$ cat src/cwe_pkg.sv
// Constants, field layouts and carrier types for the card window enable block
package cwe_pkg;

  // Register space: host memory offset 800h plus index, socket B index 40h higher
  localparam logic [3:0]  REG_PAGE         = 4'h8;
  localparam int          SOCKET_BIT       = 6;
  localparam logic [5:0]  IDX_WIN_ENABLE   = 6'h06;
  localparam logic [5:0]  IDX_IO_CTRL      = 6'h07;
  localparam logic [5:0]  IDX_IO0_START_LO = 6'h08;
  localparam logic [5:0]  IDX_IO1_START_LO = 6'h0c;

  // Reset values
  localparam logic [7:0]  WIN_ENABLE_RESET = 8'h00;
  localparam logic [7:0]  IO_CTRL_RESET    = 8'h00;
  localparam logic [7:0]  START_LO_RESET   = 8'h00;

  // Window enable fields
  localparam int          EN_IO1_BIT       = 7;
  localparam int          EN_IO0_BIT       = 6;
  localparam int          EN_RSVD_BIT      = 5;
  localparam logic [7:0]  WIN_ENABLE_WMASK = 8'hdf;
  localparam int          MEM_WINDOWS      = 5;

  // I/O control: one nibble per window, window 1 in the upper nibble
  localparam int          CTRL_NIBBLE      = 4;
  localparam int          CTRL_WIDE_BIT    = 0;
  localparam int          CTRL_SIZING_BIT  = 1;
  localparam int          CTRL_SHORT_BIT   = 2;
  localparam int          CTRL_WAIT_BIT    = 3;

  // Decoded register selects
  localparam logic [2:0]  DEC_NONE         = 3'h0;
  localparam logic [2:0]  DEC_ENABLE       = 3'h1;
  localparam logic [2:0]  DEC_CTRL         = 3'h2;
  localparam logic [2:0]  DEC_START0       = 3'h3;
  localparam logic [2:0]  DEC_START1       = 3'h4;

  // Register request from the host memory path
  typedef struct packed {
    logic        sel;
    logic        wr;
    logic [11:0] addr;
    logic [7:0]  wdata;
  } cwe_reg_req_t;

  // Host I/O cycle to be matched against the windows
  typedef struct packed {
    logic        valid;
    logic [15:0] addr;
  } cwe_io_req_t;

  // Claim of a host I/O cycle with the card cycle attributes
  typedef struct packed {
    logic        claim;
    logic        sock;
    logic        win;
    logic        wide;
    logic        extra_wait;
    logic        short_cycle;
  } cwe_io_claim_t;

  // Registers of one socket
  typedef struct packed {
    logic [7:0]      win_enable;
    logic [7:0]      io_ctrl;
    logic [1:0][7:0] start_lo;
  } cwe_sock_regs_t;

  // Whole state of the block
  typedef struct packed {
    cwe_sock_regs_t [1:0]  sock;
    logic [1:0]            iois_meta;
    logic [1:0]            iois_sync;
    logic [7:0]            rdata;
    logic                  rvalid;
    cwe_io_claim_t         claim;
    logic [1:0][4:0]       mem_claim;
  } cwe_state_t;

  localparam cwe_state_t STATE_RESET = '0;

endpackage : cwe_pkg

$ cat src/cwe_window_ctrl.sv
// Per-socket window enable and I/O window control registers with cycle claim
//
// How it works
// Enable bit 7 switches I/O window 1
// Enable bit 6 switches I/O window 0
// Enable bit 5 reads zero, ignores writes
// Enable bits 4..0 switch memory windows 4..0
// Disabled window never claims host cycles
// Control bit 7 adds wait, window 1 wide
// Control bit 6 shortens window 1 narrow cycles
// Control bit 5: window 1 width from card
// Control bit 4: window 1 width select
// Control bit 3 adds wait, window 0 wide
// Control bit 2 shortens window 0 narrow cycles
// Control bit 1: window 0 width from card
// Control bit 0: window 0 width select
// Start-low registers hold start address bits 7..0
// Second socket copy sits 40h higher
// Memory access at base plus 800h plus index
// Claim I/O only when enabled and in range
`timescale 1ns/1ps
module cwe_window_ctrl (
  // Clock and reset
  input  wire logic                   clk,
  input  wire logic                   reset_n,
  // Register access from host memory space
  input  wire cwe_pkg::cwe_reg_req_t  reg_req,
  output logic [7:0]                  reg_rdata,
  output logic                        reg_rvalid,
  // Window start high bytes and end addresses held outside this block, per socket and window
  input  wire logic [1:0][1:0][7:0]   io_start_hi,
  input  wire logic [1:0][1:0][15:0]  io_end,
  // Card sizing pins, active low, one per socket
  input  wire logic [1:0]             card_iois16_n,
  // Host I/O cycle and its claim
  input  wire cwe_pkg::cwe_io_req_t   io_req,
  output cwe_pkg::cwe_io_claim_t      io_claim,
  // Host memory cycle: window matches from the memory comparators
  input  wire logic                   mem_req_valid,
  input  wire logic [1:0][4:0]        mem_win_hit,
  output logic [1:0][4:0]             mem_claim,
  // Enables seen by the card cycle logic
  output logic [1:0][1:0]             io_win_on,
  output logic [1:0][4:0]             mem_win_on
);

  cwe_pkg::cwe_state_t st_q;
  cwe_pkg::cwe_state_t st_d;

  logic [1:0][1:0] win_hit;
  logic [1:0][1:0] win_wide;
  logic [1:0][1:0] win_wait;
  logic [1:0][1:0] win_short;

  // Map a host memory offset onto one of the registers here
  function automatic logic [2:0] cwe_decode(input logic [11:0] addr);
    logic [2:0] sel;
    sel = cwe_pkg::DEC_NONE;
    if (addr[11:8] == cwe_pkg::REG_PAGE && !addr[7]) begin
      case (addr[5:0])
        cwe_pkg::IDX_WIN_ENABLE:   sel = cwe_pkg::DEC_ENABLE;
        cwe_pkg::IDX_IO_CTRL:      sel = cwe_pkg::DEC_CTRL;
        cwe_pkg::IDX_IO0_START_LO: sel = cwe_pkg::DEC_START0;
        cwe_pkg::IDX_IO1_START_LO: sel = cwe_pkg::DEC_START1;
        default:                   sel = cwe_pkg::DEC_NONE;
      endcase
    end
    return sel;
  endfunction : cwe_decode

  // Enable bits of one socket pulled out by window
  function automatic logic [1:0] cwe_io_on(input cwe_pkg::cwe_sock_regs_t r);
    return {r.win_enable[cwe_pkg::EN_IO1_BIT], r.win_enable[cwe_pkg::EN_IO0_BIT]};
  endfunction : cwe_io_on

  // Window comparators, one per socket and window
  for (genvar s = 0; s < 2; s++) begin : g_sock
    for (genvar w = 0; w < 2; w++) begin : g_win
      cwe_io_win u_win (
        .enable      (io_win_on[s][w]),
        .ctrl        (st_q.sock[s].io_ctrl[w*cwe_pkg::CTRL_NIBBLE +: cwe_pkg::CTRL_NIBBLE]),
        .start_addr  ({io_start_hi[s][w], st_q.sock[s].start_lo[w]}),
        .end_addr    (io_end[s][w]),
        .addr        (io_req.addr),
        .iois16      (st_q.iois_sync[s]),
        .hit         (win_hit[s][w]),
        .wide        (win_wide[s][w]),
        .extra_wait  (win_wait[s][w]),
        .short_cycle (win_short[s][w])
      );
    end
  end

  // Next state: register writes, reads, pin sync and cycle claims
  always_comb begin
    logic [2:0] dec;
    logic       s;
    logic       found;
    st_d           = st_q;
    dec            = cwe_decode(reg_req.addr);
    s              = reg_req.addr[cwe_pkg::SOCKET_BIT];
    found          = 1'b0;
    st_d.iois_meta = ~card_iois16_n;
    st_d.iois_sync = st_q.iois_meta;
    st_d.rvalid    = 1'b0;
    if (reg_req.sel && reg_req.wr) begin
      case (dec)
        cwe_pkg::DEC_ENABLE:
          st_d.sock[s].win_enable = reg_req.wdata & cwe_pkg::WIN_ENABLE_WMASK;
        cwe_pkg::DEC_CTRL:   st_d.sock[s].io_ctrl     = reg_req.wdata;
        cwe_pkg::DEC_START0: st_d.sock[s].start_lo[0] = reg_req.wdata;
        cwe_pkg::DEC_START1: st_d.sock[s].start_lo[1] = reg_req.wdata;
        default: ;
      endcase
    end
    if (reg_req.sel && !reg_req.wr) begin
      st_d.rvalid = 1'b1;
      case (dec)
        cwe_pkg::DEC_ENABLE: st_d.rdata = st_q.sock[s].win_enable;
        cwe_pkg::DEC_CTRL:   st_d.rdata = st_q.sock[s].io_ctrl;
        cwe_pkg::DEC_START0: st_d.rdata = st_q.sock[s].start_lo[0];
        cwe_pkg::DEC_START1: st_d.rdata = st_q.sock[s].start_lo[1];
        default:             st_d.rdata = 8'h00;
      endcase
    end
    // First matching window wins: socket 0 before 1, window 0 before 1
    st_d.claim = '0;
    for (int i = 0; i < 4; i++) begin
      if (io_req.valid && !found && win_hit[i/2][i%2]) begin
        found                  = 1'b1;
        st_d.claim.claim       = 1'b1;
        st_d.claim.sock        = 1'(i / 2);
        st_d.claim.win         = 1'(i % 2);
        st_d.claim.wide        = win_wide[i/2][i%2];
        st_d.claim.extra_wait  = win_wait[i/2][i%2];
        st_d.claim.short_cycle = win_short[i/2][i%2];
      end
    end
    for (int k = 0; k < 2; k++) begin
      st_d.mem_claim[k] = mem_req_valid ? (mem_win_hit[k] & mem_win_on[k]) : 5'h00;
    end
  end

  // State register
  always_ff @(posedge clk or negedge reset_n) begin
    if (!reset_n) begin
      st_q <= cwe_pkg::STATE_RESET;
    end else begin
      st_q <= st_d;
    end
  end

  // Outputs straight from state
  always_comb begin
    reg_rdata  = st_q.rdata;
    reg_rvalid = st_q.rvalid;
    io_claim   = st_q.claim;
    mem_claim  = st_q.mem_claim;
    for (int k = 0; k < 2; k++) begin
      io_win_on[k]  = cwe_io_on(st_q.sock[k]);
      mem_win_on[k] = st_q.sock[k].win_enable[cwe_pkg::MEM_WINDOWS-1:0];
    end
  end

  logic [1:0] prev_io_on0;
  logic [1:0] prev_io_on1;
  logic [3:0] prev_ctrl_lo;
  logic [3:0] prev_ctrl_hi;
  always_comb begin
    prev_io_on0  = cwe_io_on(st_q.sock[0]);
    prev_io_on1  = cwe_io_on(st_q.sock[1]);
    prev_ctrl_lo = st_q.sock[0].io_ctrl[3:0];
    prev_ctrl_hi = st_q.sock[0].io_ctrl[7:4];
  end
endmodule : cwe_window_ctrl

$ cat src/cwe_io_win.sv
// Address match and cycle attributes of one I/O window
`timescale 1ns/1ps
module cwe_io_win (
  // Window setup
  input  wire logic        enable,
  input  wire logic [3:0]  ctrl,
  input  wire logic [15:0] start_addr,
  input  wire logic [15:0] end_addr,
  // Cycle and card sizing
  input  wire logic [15:0] addr,
  input  wire logic        iois16,
  // Result
  output logic             hit,
  output logic             wide,
  output logic             extra_wait,
  output logic             short_cycle
);

  // Match, width choice and timing tweaks
  always_comb begin
    hit         = enable && (addr >= start_addr) && (addr <= end_addr);
    wide        = ctrl[cwe_pkg::CTRL_SIZING_BIT] ? iois16
                                                 : ctrl[cwe_pkg::CTRL_WIDE_BIT];
    extra_wait  = wide && ctrl[cwe_pkg::CTRL_WAIT_BIT];
    short_cycle = !wide && ctrl[cwe_pkg::CTRL_SHORT_BIT];
  end

endmodule : cwe_io_win

$ cat config.mk
export PLATFORM = sky130hd
export DESIGN_NAME = cwe_window_ctrl
export DESIGN_NICKNAME = d
export VERILOG_FILES = /design/src/cwe_pkg.sv /design/src/cwe_window_ctrl.sv /design/src/cwe_io_win.sv
export SDC_FILE = /design/constraint.sdc
export NUM_CORES = 1
export LEC_CHECK = 0
export ABC_AREA = 0
export BUFFER_PORTS_ARGS = -buffer_cell sky130_fd_sc_hd__buf_4
export CORE_ASPECT_RATIO = 2
export CORE_MARGIN = 2
export CORE_UTILIZATION = 55
export DETAILED_ROUTE_END_ITERATION = 7
export PLACE_DENSITY = 0.82
export SYNTH_ARGS = -nofsm -noshare
export SYNTH_HDL_FRONTEND = slang
export SYNTH_HIERARCHICAL = 1
export SYNTH_SLANG_ARGS = --single-unit
$ cat constraint.sdc
create_clock -name clk -period 2.52 [get_ports clk]
set_clock_uncertainty 0.05 [all_clocks]
set_input_delay 0.126 -clock clk [delete_from_list [all_inputs] [get_ports clk]]
set_output_delay 0.126 -clock clk [all_outputs]
set_load 0.05 [all_outputs]
==> summary.md <==
| Metric | Value |
|---|---|
| Min-Delay Path Class | in2reg |
| Largest net degree at the start of global routing | 55 |
| Post-synth cell types | 41 |
| # fillers | 988 |
| Final min period | 2.65 ns |
| Via count | 6705 |
| DR vias/cell | 5.78 |
| Fin worst setup slack | -0.132 ns |
| Die Ht | 171 um |
| CTS Buffer Depth | 2 |
| Power Total | 3.81 mW |
| Clock share of power | 0.384 |
| Post-route cell area | 9910 um2 |
| Multi-input combinational cell area | 4540 um2 |
| Synth Warn # | 6 |
| Worst slew pin tran | 0.681 ns |
| Area of placed instances | 9330 um2 |
| Smallest hold slack | 0.0279 ns |
| Starting density of the core | 0.565 |
| Failing checks | setup timing |
| Mux share of post-synthesis cell area | 0.149 |
| Worst Path Required | 2.73 ns |
| Routed Antenna Nets | 0 |
| Fin Setup TNS | -0.573 ns |
| Outcome | finished with violations |
| Worst setup EP type | flop |
| Adder-cell share of the synthesized area | 0.210 |
| Compound-cell area share of the yosys netlist | 0.103 |
| Register area | 2330 um2 |
| Max_cap viols | 0 |
| Num CTS Buffers | 9 |
| Placed cells | 1128 |
| Sink Count | 93 |
| Synthesized cell area | 7630 um2 |
| Seq pwr share | 0.395 |
| Ant diodes | 0 |
| Final worst-path cycle share | 1.05 |
| Sequential share of the synthesized area | 0.305 |
| Setup-failing EPs final | 6 |
| Core box area | 13500 um2 |
| Area share of and/or/nand/nor cells after synthesis | 0.121 |
| Placer Congestion | 0.950 |
| Most common cell after layout, fill and taps aside | buf_4 |
| Largest family of logic cells by synthesized area | adder cells |
| Arr. time, crit path | 2.87 ns |
| Unrepaired setup endpoints after global routing | true |
| CP Launch Type | flop |
| Initial antenna violation count | 0 |
| Post-layout util | 0.734 |
| #FFs+latches synth | 93 |
| Vias in the first global route | 7038 |
| PD cells | 384 nW/um2 |
| TritonCTS clock tree | yes |
| Worst skew pair latency | 0.34 ns |
| H-tree depth | 3 |
| IO Count | 189 |
| Pre-CTS setup slack | -0.210 ns |
| Sw frac | 0.255 |
| Drt pass-1 iters | 7 |
| Post-Syn Instances | 779 |
| Post-synthesis average cell area | 9.80 um2 |
| Die footprint | 14900 um2 |
| Root Buffer | clkbuf_16 |
| P_leak | 5.41 nW |
| Int Pwr | 2.83 mW |
| All-layer global routing usage | 0.310 |
| Relative slew slack | 0.541 |
| Finished Layout Cells | 1160 |
| Final Hold Fails | 0 |
| Total wire length | 23.4 mm |
| Mapped Nets | 1057 |
| Overflow after GRT | 0 |
| Wire per inst | 20.2 um |
| Floorplan row count | 60 |
| HPWL after DPL | 18.6 mm |
| Peak VDD IR | 0.687 mV |
| DRT iter0 DRCs | 195 |
| PortBufs | 188 |
| Worst-path clk slew | 0.07 ns |
| Net switching power | 0.971 mW |
| Post-route DRC | 0 |
| First-pass GRT wire length | 35.0 mm |
| Die width | 87.3 um |
| Max Slew Vio Count | 0 |
| Worst-path fanout max | 5 |
| Fmax | 377 MHz |
| Worst Path Class, Setup | reg2reg |
| Syn-to-layout area delta | 29.9% |
| Fraction of layout instances using a drive strength above 1 | 0.354 |
| Xor/xnor share of the synthesized area | 0 |
| Layout Nets | 1278 |
| Commonest cells after routing, fill and taps aside | buf_4 (242), inv_1 (140), ha_1 (126) |
| Reg2reg setup slack | -0.13 ns |
| Comb pwr share | 0.221 |
==> critical path, stage by stage (launching register included) <==
cell and delay [ns]:
dfrtp_1 0.37, inv_1 0.06, ha_1 0.32, nand2_2 0.08, nor3_4 0.24, a211oi_2 0.09
or3_1 0.40, a22oi_2 0.27, buf_6 0.19, nor3b_4 0.06, nand3b_1 0.20, o22ai_2 0.11
a21oi_2 0.11
==> routing by layer <==
metal	global-route usage	routed length, um	vias to the layer above
met5	0	0	-
met1	0.281	7470	3168
met2	0.591	13000	276
li1	-	-	3154
met4	0.209	1670	0
met3	0.0579	1240	107
==> power by group through the flow <==
| stage | registers, mW | clock network (mW) | logic (mW) |
|---|---|---|---|
| finish | 1.50 | 1.46 | 0.842 |
| global route | 1.50 | 1.53 | 0.931 |
| global placement | 1.53 | 0 | 0.772 |
| floorplan | 1.53 | 0 | 0.352 |
| CTS | 1.50 | 1.48 | 0.823 |
| detailed placement | 1.53 | 0 | 0.800 |
==> cell type report <==
class	instances	area share
Timing Repair Buffer	258	0.202
Sequential cell	93	0.235
Tap cell	155	0.0196
Clock inverter	4	0.00707
Clock buffer	12	0.0259
Multi-Input combinational cell	498	0.458
Inverter	140	0.0530
==> synth_stat cells (all sizes together) <==
cell    instances  share of area
nand2b          1        0.00082
a41oi           4         0.0046
a211oi          4         0.0039
a21o            4         0.0039
and2            5         0.0041
a22oi           5         0.0049
and3           14          0.011
o21a            4         0.0039
dfrtp          93           0.30
or4             6         0.0059
and3b           1         0.0011
mux4            8          0.024
nor2           10         0.0049
nand3          15         0.0098
clkbuf          4         0.0020
mux2i          20          0.026
nor3b          14          0.014
o221ai          5         0.0057
buf            44          0.042
nand4           9         0.0093
a22o            2         0.0023
mux2           62          0.099
inv           140          0.069
a221o           8          0.010
nor2b          10         0.0082
a221oi          4         0.0046
nor4            3         0.0084
o22ai          10         0.0082
nor3            6         0.0052
nand2          42          0.021
or3            10         0.0082
a21oi          50          0.033
o21ai          27          0.018
and4            4         0.0052
ha            128           0.21
nand3b          3         0.0030
==> path summary, 6_finish.rpt <==
check | cells after the start | end | start
worst max-delay path | 12 | io_claim[0] | flop
worst min-delay path | 2 | flop | reg_req[5]
worst max register to register | 12 | io_claim[0] | flop
max in group asynchronous | 3 | mem_claim[3] | reset_n
min in group asynchronous | 2 | mem_claim[2] | reset_n
worst min register to register | 0 | st_q[25] | st_d[25]
==> timing repair <==
action | CTS | global route
resized for setup | 6 | 16
buffers inserted | 0 | 3
endpoints found under the setup margin | 6 | 6
pin swaps | 0 | 6
hold endpoints to repair | 51 | 0
hold buffers | 13 | 0
==> logic make-up (layout without fill, tap and decap cells) <==
group           Yosys count  after routing
buf+inv                 188            414
simple gates            153            153
fa+ha+maj               128            128
compound gates          127            127
flops                    93             93
mux                      90             90
Power figures use the tool's default switching activity.
